[src/core/sts_pkg.sv]
package sts_pkg;
    // Supervisor states, binary coded.
    typedef enum logic [2:0] {
        ST_RESET = 3'b000,
        ST_STARTUP = 3'b001,
        ST_STANDBY = 3'b010,
        ST_NORMAL = 3'b011,
        ST_SLEEP = 3'b100
    } sts_state_e;

    // Register byte offsets.
    localparam logic [3:0] ADDR_CTRL = 4'h0;
    localparam logic [3:0] ADDR_WDOG = 4'h4;
    localparam logic [3:0] ADDR_STATUS = 4'h8;

    // Field positions.
    localparam int CTRL_SLEEP_BIT = 0;
    localparam int WDOG_EN_BIT = 0;
    localparam int WDOG_SEL_LSB = 4;

    // Host clock selection codes.
    localparam logic [1:0] CLKSEL_OFF = 2'h0;
    localparam logic [1:0] CLKSEL_4M = 2'h1;
    localparam logic [1:0] CLKSEL_8M = 2'h2;

    // Timing in microseconds and derived cycle counts.
    localparam int unsigned CLK_MHZ = 100;
    localparam int unsigned OSC_DELAY_US = 2000;
    localparam int unsigned BUS_FILTER_US = 2000;
    localparam int unsigned OSC_DELAY_CYC = OSC_DELAY_US * CLK_MHZ;
    localparam int unsigned BUS_FILTER_CYC = BUS_FILTER_US * CLK_MHZ;
    localparam int unsigned CYCLES_PER_MS = 1000 * CLK_MHZ;
    localparam logic [7:0] WD_PULSE_CYC = 8'h10;

    // Watchdog timeout and early window per period code, in ms.
    localparam logic [9:0] WD_TIMEOUT_MS [16] = '{
        10'd33, 10'd66, 10'd98, 10'd131, 10'd164, 10'd197, 10'd229, 10'd262,
        10'd295, 10'd328, 10'd360, 10'd393, 10'd426, 10'd459, 10'd492, 10'd524
    };
    localparam logic [9:0] WD_EARLY_MS [16] = '{
        10'd2, 10'd4, 10'd6, 10'd8, 10'd10, 10'd12, 10'd14, 10'd16,
        10'd18, 10'd20, 10'd23, 10'd25, 10'd27, 10'd29, 10'd30, 10'd31
    };

    // Index of each comparator input in the synchroniser vector.
    localparam int IN_TW = 0;
    localparam int IN_TSD = 1;
    localparam int IN_FILT_START = 2;
    localparam int IN_FILT_HIGH = 3;
    localparam int IN_FILT_LOW = 4;
    localparam int IN_FILT_OFF = 5;
    localparam int IN_CORE_OK = 6;
    localparam int IN_BUS_HIGH = 7;
    localparam int IN_BUS_LOW = 8;
    localparam int IN_ADJUSTABLE_SUPPLY_GOOD_OK = 9;
    localparam int IN_V20_OK = 10;
    localparam int IN_OSC_RUN = 11;
    localparam int IN_TRIM_DONE = 12;
    localparam int IN_WAKE = 13;
    localparam int N_IN = 14;
endpackage : sts_pkg

[src/core/sts_wd_if.sv]
`timescale 1ns/1ps
// Link between the register file and the watchdog timer.
interface sts_wd_if;
    logic kick;
    logic stop;
    logic [3:0] period_sel;
    logic fire;
    logic armed;
    modport ctrl (output kick, output stop, output period_sel, input fire, input armed);
    modport wdog (input kick, input stop, input period_sel, output fire, output armed);
endinterface : sts_wd_if

[src/core/sts_supervisor.sv]
`timescale 1ns/1ps
// Operation
// - Over warning temperature: save warning, flag set.
// - Shutdown temperature: Reset, sticky flag, supplies off.
// - Cooled down: Start-Up, then Stand-By, oscillator.
// - Warning flag follows temperature by itself.
// - Shutdown flag clears on read when cool.
// - Sleep request bit puts device to Sleep.
// - Leave Sleep by wake pulse; report it.
// - Sleep request ignored while wake pin low.
// - Watchdog idle until enable bit written one.
// - Early or late refresh pulls host reset.
// - Period code picks timeout and early window.
// - Filter at start level: fixed converter, Start-Up.
// - Core supply good, trim read: Stand-By.
// - On Stand-By entry sample bus good.
// - Start oscillator 2 ms into Stand-By.
// - Filter high: adjustable converter, 20 V on.
// - Normal only when every good condition holds.
// - Filtered bus loss: flag clear, Stand-By, warning.
// - Filter low: adjustable converter, 20 V off.
// - Filter off level, core loss: converter off, Reset.
// - Stand-By from Normal: 4 MHz on oscillator fault.
module sts_supervisor
    import sts_pkg::*;
#(
    parameter int unsigned OSC_DELAY_CYCLES = OSC_DELAY_CYC,
    parameter int unsigned BUS_FILTER_CYCLES = BUS_FILTER_CYC,
    parameter int unsigned CYCLES_PER_MS_P = CYCLES_PER_MS
)
(
    // Clock and reset.
    input wire logic clk,
    input wire logic rst,
    // Avalon-MM slave.
    input wire logic [3:0] avs_address,
    input wire logic avs_read,
    input wire logic avs_write,
    input wire logic [31:0] avs_writedata,
    input wire logic [3:0] avs_byteenable,
    output logic [31:0] avs_readdata,
    output logic avs_waitrequest,
    // Comparator and status inputs, high when the condition holds.
    input wire logic temp_warn_cmp,
    input wire logic temp_shutdown_cmp,
    input wire logic filt_start_cmp,
    input wire logic filt_above_high_cmp,
    input wire logic filt_below_low_cmp,
    input wire logic filt_above_off_cmp,
    input wire logic core_supply_ok_cmp,
    input wire logic bus_above_high_cmp,
    input wire logic bus_below_low_cmp,
    input wire logic adjustable_supply_ok,
    input wire logic twenty_volt_ok,
    input wire logic osc_running,
    input wire logic trim_read_done,
    input wire logic fan_in_wake_pin,
    // Open-drain host pins.
    input wire logic save_warning_n_i,
    output logic save_warning_n_o,
    output logic save_warning_n_oe,
    input wire logic host_reset_request_n_i,
    output logic host_reset_request_n_o,
    output logic host_reset_request_n_oe,
    // Power and clock controls.
    output logic fixed_converter_en,
    output logic adjustable_converter_en,
    output logic twenty_volt_en,
    output logic osc_en,
    output logic [1:0] host_clock_out_sel
);
    sts_wd_if wd_link(); // Watchdog control link.

    logic [N_IN-1:0] raw_in; // Unsynchronised inputs.
    logic [N_IN-1:0] meta_in; // First synchroniser stage.
    logic [N_IN-1:0] sync_in; // Second synchroniser stage.
    logic wake_prev; // Wake pin level one cycle ago.
    logic wake_fall; // Falling edge on the wake pin.

    sts_state_e state; // Current supervisor state.
    sts_state_e next_state; // State for the next cycle.

    logic normal_ok; // All conditions for Normal hold.
    logic thermal_warning_flag; // Live over-temperature warning.
    logic thermal_shutdown_flag; // Sticky shutdown record.
    logic sleep_exit_flag; // Sleep was left by a wake pulse.
    logic bus_voltage_good; // Bus supervisor flag.
    logic filter_voltage_good; // Filter supervisor flag.
    logic xtal_fault; // Normal was left for an oscillator fault.
    logic sleep_request_bit; // Pending sleep request.
    logic [3:0] watchdog_period_sel; // Watchdog period code.
    logic [31:0] bus_low_cnt; // Cycles the bus has stayed low.
    logic bus_fail; // Bus low longer than the filter time.
    logic [31:0] osc_cnt; // Cycles since Stand-By entry.
    logic [7:0] wd_pulse_cnt; // Remaining host reset pulse cycles.
    logic [31:0] read_mux; // Read value for the addressed register.
    logic access; // Bus transfer completes this edge.
    logic wr_ctrl; // Completing write to the control register.
    logic wr_wdog; // Completing write to the watchdog register.
    logic rd_status; // Completing read of the status register.

    assign raw_in = {fan_in_wake_pin, trim_read_done, osc_running, twenty_volt_ok,
                     adjustable_supply_ok, bus_below_low_cmp, bus_above_high_cmp,
                     core_supply_ok_cmp, filt_above_off_cmp, filt_below_low_cmp,
                     filt_above_high_cmp, filt_start_cmp, temp_shutdown_cmp,
                     temp_warn_cmp};

    // Two-stage synchroniser per input; only the second stage is used.
    for (genvar i = 0; i < N_IN; i++)
    begin : g_sync
        always_ff @(posedge clk)
        begin
            meta_in[i] <= raw_in[i];
            sync_in[i] <= meta_in[i];
        end
    end

    // Wake edge detector; the pin idles high via its pull-up.
    always_ff @(posedge clk)
    begin
        if (rst)
            wake_prev <= 1'b1;
        else
            wake_prev <= sync_in[IN_WAKE];
    end
    assign wake_fall = wake_prev && !sync_in[IN_WAKE];

    // Bus transfer decode; the action happens at the waitrequest-low edge.
    assign access = (avs_read || avs_write) && !avs_waitrequest;
    assign wr_ctrl = access && avs_write && avs_address == ADDR_CTRL && avs_byteenable[0];
    assign wr_wdog = access && avs_write && avs_address == ADDR_WDOG && avs_byteenable[0];
    assign rd_status = access && avs_read && avs_address == ADDR_STATUS;

    // Watchdog connection.
    assign wd_link.kick = wr_wdog && avs_writedata[WDOG_EN_BIT];
    assign wd_link.stop = wr_wdog && !avs_writedata[WDOG_EN_BIT];
    assign wd_link.period_sel = watchdog_period_sel;

    sts_watchdog #(
        .CYCLES_PER_MS_P(CYCLES_PER_MS_P)
    ) u_watchdog (
        .clk(clk),
        .rst(rst),
        .wd(wd_link.wdog)
    );

    assign normal_ok = sync_in[IN_OSC_RUN] && !thermal_warning_flag
                       && !sync_in[IN_TSD] && bus_voltage_good && filter_voltage_good
                       && sync_in[IN_ADJUSTABLE_SUPPLY_GOOD_OK] && sync_in[IN_V20_OK];

    // State transitions; shutdown temperature has priority everywhere but Sleep.
    always_comb
    begin
        next_state = state;
        unique case (state)
            ST_RESET:
                // Stay in Reset while hot.
                if (!sync_in[IN_TSD] && sync_in[IN_FILT_START])
                    next_state = ST_STARTUP;
            ST_STARTUP:
                if (sync_in[IN_TSD] || !sync_in[IN_FILT_OFF])
                    next_state = ST_RESET;
                else if (sync_in[IN_CORE_OK] && sync_in[IN_TRIM_DONE])
                    next_state = ST_STANDBY;
            ST_STANDBY:
                if (sync_in[IN_TSD] || !sync_in[IN_CORE_OK])
                    next_state = ST_RESET;
                else if (sleep_request_bit)
                    next_state = ST_SLEEP;
                else if (normal_ok)
                    next_state = ST_NORMAL;
            ST_NORMAL:
                if (sync_in[IN_TSD] || !sync_in[IN_CORE_OK])
                    next_state = ST_RESET;
                else if (sleep_request_bit)
                    next_state = ST_SLEEP;
                else if (bus_fail || !normal_ok)
                    next_state = ST_STANDBY;
            ST_SLEEP:
                // Only a wake pulse or power-on reset ends Sleep.
                if (wake_fall)
                    next_state = ST_RESET;
            default:
                next_state = ST_RESET;
        endcase
    end

    // State register.
    always_ff @(posedge clk)
    begin
        if (rst)
            state <= ST_RESET;
        else
            state <= next_state;
    end

    // Thermal flags; a hot reading wins over a clearing read.
    always_ff @(posedge clk)
    begin
        if (rst)
        begin
            thermal_warning_flag <= 1'b0;
            thermal_shutdown_flag <= 1'b0;
        end
        else
        begin
            thermal_warning_flag <= sync_in[IN_TW];
            if (sync_in[IN_TSD])
                thermal_shutdown_flag <= 1'b1;
            else if (rd_status)
                thermal_shutdown_flag <= 1'b0;
        end
    end

    // Sleep request and sleep-exit report.
    always_ff @(posedge clk)
    begin
        if (rst)
        begin
            sleep_request_bit <= 1'b0;
            sleep_exit_flag <= 1'b0;
        end
        else
        begin
            // A held-low wake pin refuses and cancels the request.
            if (state == ST_SLEEP || !sync_in[IN_WAKE])
                sleep_request_bit <= 1'b0;
            else if (wr_ctrl)
                sleep_request_bit <= avs_writedata[CTRL_SLEEP_BIT];
            if (state == ST_SLEEP && wake_fall)
                sleep_exit_flag <= 1'b1;
            else if (rd_status)
                sleep_exit_flag <= 1'b0;
        end
    end

    // Bus low filter; the flag only drops after the full filter time.
    always_ff @(posedge clk)
    begin
        if (rst || !sync_in[IN_BUS_LOW] || state == ST_RESET || state == ST_SLEEP)
            bus_low_cnt <= '0;
        else if (!bus_fail)
            bus_low_cnt <= bus_low_cnt + 32'h1;
    end
    assign bus_fail = (bus_low_cnt >= BUS_FILTER_CYCLES);

    // Bus and filter supervisor flags.
    always_ff @(posedge clk)
    begin
        if (rst || state == ST_RESET || state == ST_STARTUP || state == ST_SLEEP)
        begin
            bus_voltage_good <= 1'b0;
            filter_voltage_good <= 1'b0;
            // Sample the bus right at Stand-By entry.
            if (!rst && state == ST_STARTUP && next_state == ST_STANDBY)
                bus_voltage_good <= sync_in[IN_BUS_HIGH];
        end
        else
        begin
            if (bus_fail)
                bus_voltage_good <= 1'b0;
            else if (sync_in[IN_BUS_HIGH])
                bus_voltage_good <= 1'b1;
            if (sync_in[IN_FILT_HIGH])
                filter_voltage_good <= 1'b1;
            else if (sync_in[IN_FILT_LOW])
                filter_voltage_good <= 1'b0;
        end
    end

    // Oscillator start delay, counted from Stand-By entry.
    always_ff @(posedge clk)
    begin
        if (rst || state != ST_STANDBY)
            osc_cnt <= '0;
        else if (osc_cnt < OSC_DELAY_CYCLES)
            osc_cnt <= osc_cnt + 32'h1;
    end

    // Oscillator enable; once running it survives the drop to Stand-By.
    always_ff @(posedge clk)
    begin
        if (rst || state == ST_RESET || state == ST_STARTUP || state == ST_SLEEP)
            osc_en <= 1'b0;
        else if (state == ST_NORMAL || osc_cnt >= OSC_DELAY_CYCLES)
            osc_en <= 1'b1;
    end

    // Oscillator fault memory for the host clock choice.
    always_ff @(posedge clk)
    begin
        if (rst || state == ST_RESET || next_state == ST_NORMAL)
            xtal_fault <= 1'b0;
        else if (state == ST_NORMAL && next_state == ST_STANDBY && !sync_in[IN_OSC_RUN])
            xtal_fault <= 1'b1;
    end

    // Host clock: 4 MHz after start-up, 8 MHz kept unless the crystal failed.
    always_ff @(posedge clk)
    begin
        if (rst)
            host_clock_out_sel <= CLKSEL_OFF;
        else
            unique case (state)
                ST_NORMAL:
                    host_clock_out_sel <= CLKSEL_8M;
                ST_STANDBY:
                    if (xtal_fault || host_clock_out_sel != CLKSEL_8M)
                        host_clock_out_sel <= CLKSEL_4M;
                default:
                    host_clock_out_sel <= CLKSEL_OFF;
            endcase
    end

    // Converter enables; all supplies stop in Reset and Sleep.
    always_ff @(posedge clk)
    begin
        if (rst)
        begin
            fixed_converter_en <= 1'b0;
            adjustable_converter_en <= 1'b0;
            twenty_volt_en <= 1'b0;
        end
        else
        begin
            fixed_converter_en <= (state == ST_STARTUP || state == ST_STANDBY
                                   || state == ST_NORMAL)
                                  && sync_in[IN_FILT_OFF];
            adjustable_converter_en <= filter_voltage_good
                                       && (state == ST_STANDBY || state == ST_NORMAL);
            twenty_volt_en <= filter_voltage_good
                              && (state == ST_STANDBY || state == ST_NORMAL);
        end
    end

    // Host reset pulse length after a watchdog fault.
    always_ff @(posedge clk)
    begin
        if (rst)
            wd_pulse_cnt <= '0;
        else if (wd_link.fire)
            wd_pulse_cnt <= WD_PULSE_CYC;
        else if (wd_pulse_cnt != 8'h0)
            wd_pulse_cnt <= wd_pulse_cnt - 8'h1;
    end

    // Open-drain drivers; the pins only ever pull low.
    always_ff @(posedge clk)
    begin
        save_warning_n_o <= 1'b0;
        host_reset_request_n_o <= 1'b0;
        if (rst)
        begin
            save_warning_n_oe <= 1'b1;
            host_reset_request_n_oe <= 1'b1;
        end
        else
        begin
            save_warning_n_oe <= !(next_state == ST_NORMAL && !sync_in[IN_TW]);
            host_reset_request_n_oe <= next_state == ST_RESET || next_state == ST_STARTUP
                                       || next_state == ST_SLEEP
                                       || wd_link.fire || wd_pulse_cnt > 8'h1;
        end
    end

    // Watchdog period code, written with the enable bit.
    always_ff @(posedge clk)
    begin
        if (rst)
            watchdog_period_sel <= 4'h0;
        else if (wr_wdog)
            watchdog_period_sel <= avs_writedata[WDOG_SEL_LSB +: 4];
    end

    // Read data; unmapped offsets read zero.
    always_comb
    begin
        read_mux = 32'h0;
        unique case (avs_address)
            ADDR_CTRL:
                read_mux[CTRL_SLEEP_BIT] = sleep_request_bit;
            ADDR_WDOG:
            begin
                read_mux[WDOG_EN_BIT] = wd_link.armed;
                read_mux[WDOG_SEL_LSB +: 4] = watchdog_period_sel;
            end
            ADDR_STATUS:
                read_mux[13:0] = {host_reset_request_n_i, save_warning_n_i, xtal_fault,
                                  state, sync_in[IN_OSC_RUN], sync_in[IN_V20_OK],
                                  sync_in[IN_ADJUSTABLE_SUPPLY_GOOD_OK], filter_voltage_good,
                                  bus_voltage_good, sleep_exit_flag,
                                  thermal_shutdown_flag, thermal_warning_flag};
            default:
                read_mux = 32'h0;
        endcase
    end

    // Avalon handshake: one wait cycle, then the transfer completes.
    always_ff @(posedge clk)
    begin
        if (rst)
        begin
            avs_waitrequest <= 1'b1;
            avs_readdata <= 32'h0;
        end
        else if ((avs_read || avs_write) && avs_waitrequest)
        begin
            avs_waitrequest <= 1'b0;
            avs_readdata <= avs_read ? read_mux : 32'h0;
        end
        else
            avs_waitrequest <= 1'b1;
    end
endmodule : sts_supervisor

[src/core/sts_watchdog.sv]
`timescale 1ns/1ps
module sts_watchdog
    import sts_pkg::*;
#(
    parameter int unsigned CYCLES_PER_MS_P = CYCLES_PER_MS
)
(
    // Clock and reset.
    input wire logic clk,
    input wire logic rst,
    // Register side.
    sts_wd_if.wdog wd
);
    logic [31:0] prescale; // Cycles within the current millisecond.
    logic [9:0] ms_count; // Milliseconds since the last refresh.
    logic ms_tick; // Last cycle of a millisecond.

    assign ms_tick = (prescale == CYCLES_PER_MS_P - 1);

    // Millisecond prescaler, restarted by every refresh.
    always_ff @(posedge clk)
    begin
        if (rst || wd.kick || !wd.armed || ms_tick)
            prescale <= '0;
        else
            prescale <= prescale + 32'h1;
    end

    // Elapsed milliseconds, saturating so it never wraps back into the window.
    always_ff @(posedge clk)
    begin
        if (rst || wd.kick || !wd.armed)
            ms_count <= '0;
        else if (ms_tick && ms_count != 10'h3ff)
            ms_count <= ms_count + 10'h1;
    end

    // Arming, refresh checks and the reset pulse request.
    always_ff @(posedge clk)
    begin
        if (rst)
        begin
            wd.armed <= 1'b0;
            wd.fire <= 1'b0;
        end
        else
        begin
            wd.fire <= 1'b0;
            if (wd.stop)
                wd.armed <= 1'b0;
            else if (wd.kick)
            begin
                // A refresh inside the early window is as bad as none.
                if (wd.armed && ms_count < WD_EARLY_MS[wd.period_sel])
                begin
                    wd.fire <= 1'b1;
                    wd.armed <= 1'b0;
                end
                else
                    wd.armed <= 1'b1;
            end
            else if (wd.armed && ms_count >= WD_TIMEOUT_MS[wd.period_sel])
            begin
                wd.fire <= 1'b1;
                wd.armed <= 1'b0;
            end
        end
    end
endmodule : sts_watchdog

[config.mk]
export PLATFORM = sky130hd
export DESIGN_NAME = sts_supervisor
export DESIGN_NICKNAME = d
export VERILOG_FILES = /design/src/core/sts_pkg.sv /design/src/core/sts_wd_if.sv /design/src/core/sts_supervisor.sv /design/src/core/sts_watchdog.sv
export SDC_FILE = /design/constraint.sdc
export NUM_CORES = 1
export LEC_CHECK = 0
export BUFFER_PORTS_ARGS = -buffer_cell sky130_fd_sc_hd__clkbuf_2
export CORE_ASPECT_RATIO = 1.4
export CORE_MARGIN = 3
export CORE_UTILIZATION = 35
export CTS_CLUSTER_SIZE = 10
export DETAILED_ROUTE_END_ITERATION = 16
export GPL_ROUTABILITY_DRIVEN = 0
export PLACE_DENSITY_LB_ADDON = 0.08
export SLEW_MARGIN = 20
export SYNTH_ARGS = -nofsm -noshare
export SYNTH_HDL_FRONTEND = slang
export SYNTH_HIERARCHICAL = 1
export SYNTH_SLANG_ARGS = --single-unit
[constraint.sdc]
create_clock -name clk -period 2 [get_ports clk]
set_clock_uncertainty 0.1 [all_clocks]
set_input_delay 0.3 -clock clk [delete_from_list [all_inputs] [get_ports clk]]
set_output_delay 0.3 -clock clk [all_outputs]
set_load 0.01 [all_outputs]
==> flow_summary.yaml <==
outcome:
  status: "finished, violations left"
  violations: "setup timing"
layout:
  multi_input_area_sq_um: 4292
  area.sequential_sq_um: 3650
  nets: 1135
  area_growth_pct: 35.14
  diodes: 0
  n_fill_cell: 2184
  layout-drive-gt1-share_pct: 30.75
worst_setup_path:
  arrival_ps: 2410
  critPathSlowestCell: "or4_4"
  r2r-start: "u_watchdog/prescale[18]$_SDFF_PP0_"
  cp_num_buf_inv: 1
  crit_chain: "or4_4 > nor4_4 > buf_4 > nand4_4 > or3_4 > mux2i_1"
  cpLargestDelayFamily: "simple AND/OR/NAND/NOR gates"
  worstSetupPathType: "reg2reg"
  startpoint: "u_watchdog/prescale[18]$_SDFF_PP0_"
  critPathCaptureType: "register"
  critPathMaxStageDelay_ps: 550
  crit_path_max_fanout: 3
  critPathRequiredTime_ps: 2220
  startpoint_type: "register"
sta:
  tightest_slew_ps: 810.5
  whs_ps: 18.66
  slew_headroom_pct: 45.60
  setup_slack_ps: -187.5
  final-setup-viol-count: 36
  finalMaxSlewViolations: 0
  rsz0062_at_grt: "true"
  fmax_ghz: 0.4571
  fin_crit_ps: 2188
  post-route-period-util_pct: 109.4
  hold_viol_final: 0
synth:
  synth_seq_cells: 181
  async_flop_share_pct: 0
  synth_edf_count: 1
  yosys_warnings: 6
  synth_area_sq_um: 7812
  synth.area.top_cells: "dfxtp_1 46%, xnor2_1 4.9%, nor2_1 4.9%"
  ys_types: 69
  syn-instance-count: 854
  avgSynthCellArea_sq_um: 9.148
  yosysTopAreaCellShare_pct: 46.12
  yosysSeqAreaShare_pct: 46.51
  yosysTopAreaCell: "dfxtp_1"
  ys.flop_type: "dfxtp_1"
route:
  num_vias: 6536
  drc_errors: 0
  wirelength_um: 19280
  vias_per_cell: 4.817
  drt.antenna.violating_nets: 0
  drt_iter0_drc: 226
  first_pass_iters: 4
  avgRoutedWirePerCell_um: 14.21
clocking:
  clk_latency_ps: 430
  cts_tree: "done"
  clkTransAtPathRegs_ps: 80
  clockBufferDepth: 2
  cts_buffers: 17
  cts_root_buffer: "clkbuf_16"
  cts_sinks: 181
  htreeDepth: 4
floorplanning:
  fp.coreArea_sq_um: 21940
  chipWidth_um: 132.3
  boundaryPins: 103
  start_util_pct: 35.61
  rows: 64
  fp.dieH_um: 182.8
  dieArea_sq_um: 24180
pwr:
  power.leakage_nw: 4.055
  peakVddDrop_v: 0.0005877
  power.density_nw_per_um2: 741.7
  total_power_mw: 7.831
job:
  drv_cap: 0
grt:
  grt_first_pass_wirelength_um: 31010
  grt_max_degree: 21
  gr-total-overflow: 0
  antenna_found_initial: 0
  grt_usage_pct: 15.70
  grt_pass1_vias: 6265
min_path:
  hold_class: "in2reg"
  min_from: "avs_writedata[5]"
placement:
  hpwlAfterDp_um: 13860
  io_buffers: 52
## sequential cells by signal, summed over array words and instances, names as in the netlist, 2 cells and up
register,cells
avs_readdata,14
bus_low_cnt,32
host_clock_out_sel,2
meta_in,14
osc_cnt,32
state,3
sync_in,14
u_watchdog/ms_count,10
u_watchdog/prescale,32
watchdog_period_sel,4
wd_pulse_cnt,8
## routing by layer
layer | vias up | share of wire (%) | track usage (%)
met3 | 16 | 1.8 | 2.634
met4 | 0 | 1.1 | 4.992
met1 | 3083 | 45 | 19.35
li1 | 3377 | - | -
met2 | 60 | 52 | 28.03
met5 | - | 0 | 0
## cells by family after synthesis
logic type	share of synthesized area (%)
AO/OA/AOI/OAI	11.74
flip-flops	46.51
buffers and inverters	4.692
adder cells (fa/ha/maj)	4.484
AND/OR/NAND/NOR	24.63
multiplexers	2.066
other	0.04800
XOR/XNOR	5.830
## layout by cell type, fill, tap and decap left out, types with 18 or more instances in the layout
master / n
dfxtp_1: 167
buf_4: 122
nor2_1: 77
nand2_1: 54
clkbuf_2: 52
xnor2_1: 43
and2_1: 35
a21oi_1: 32
nand4_1: 28
nand3_1: 26
inv_1: 25
ha_1: 21
o21ai_0: 20
conb_1: 20
nor3_1: 19
clkbuf_16: 19
nor2_4: 18
## repair_timing
action / 4_1_cts / 5_1_grt
hold endpoints to repair: 17 / 0
gates resized for setup: 32 / 88
cloned: 1 / 2
hold buffers: 17 / 0
setup buffers: 5 / 7
setup endpoints to repair: 46 / 66
pin swaps: 11 / 41
## report_power, final
| part | internal [mW] | switching (mW) |
|---|---|---|
| Clock | 1.82 | 1.61 |
| Combinational | 0.283 | 0.306 |
| Sequential | 3.72 | 0.0888 |
| Total | 5.83 | 2.00 |
## tightest hold or removal path, stage by stage
cell and delay, ps:
clkbuf_2 80, mux2i_1 60, nor2_1 70
## worst paths after layout
check | endpoint | slack, ps | cells after the start
worst min register to register | sync_in[11]$_DFF_P_ | 230 | 0
worst min-delay path | watchdog_period_sel[1]$_SDFFE_PP0P_ | 20 | 3
worst max register to register | u_watchdog/ms_count[9]$_SDFFE_PP0P_ | -190 | 6
worst max-delay path | u_watchdog/ms_count[9]$_SDFFE_PP0P_ | -190 | 6
## Yosys cell counts, drive strengths merged, types with 4 or more instances
library cell,count
o31ai,4
a22oi,13
nand4,29
and2,36
clkbuf,21
or4,4
or2,7
nor4,21
or3,19
ha,28
and3,11
a2111oi,10
dfxtp,180
nand2,56
nand2b,4
xnor2,44
a31o,4
xor2,8
nor3,20
nor2,101
nand3,26
a21o,4
a211oi,11
inv,27
mux2i,15
and4,10
a21oi,40
buf,27
o21ai,32
nor3b,5
## per-stage QoR
step	cells	setup TNS (ps)	utilization, %	instance area [sq um]	setup WS, ps
2_1_floorplan	873	-204.9	-	7923	-47.71
3_3_place_gp	1295	-1281	41.96	9206	-120.1
3_5_place_dp	1295	-1790	41.96	9206	-127.6
4_1_cts	1350	-2853	46.28	10150	-130.5
5_1_grt	1357	-6066	48.12	10560	-250.8
6_report	1357	-3990	48.12	10560	-187.5
## area by class of cell
| type | count | area share, % |
|---|---|---|
| clock buffer | 18 | 4.160 |
| clock inverter | 14 | 1.493 |
| inverter | 27 | 0.9837 |
| multi-input combinational | 617 | 40.65 |
| sequential | 181 | 34.57 |
| tap | 297 | 3.520 |
| timing repair buffer | 203 | 14.62 |
No activity file was read; power rests on OpenSTA's default activity.
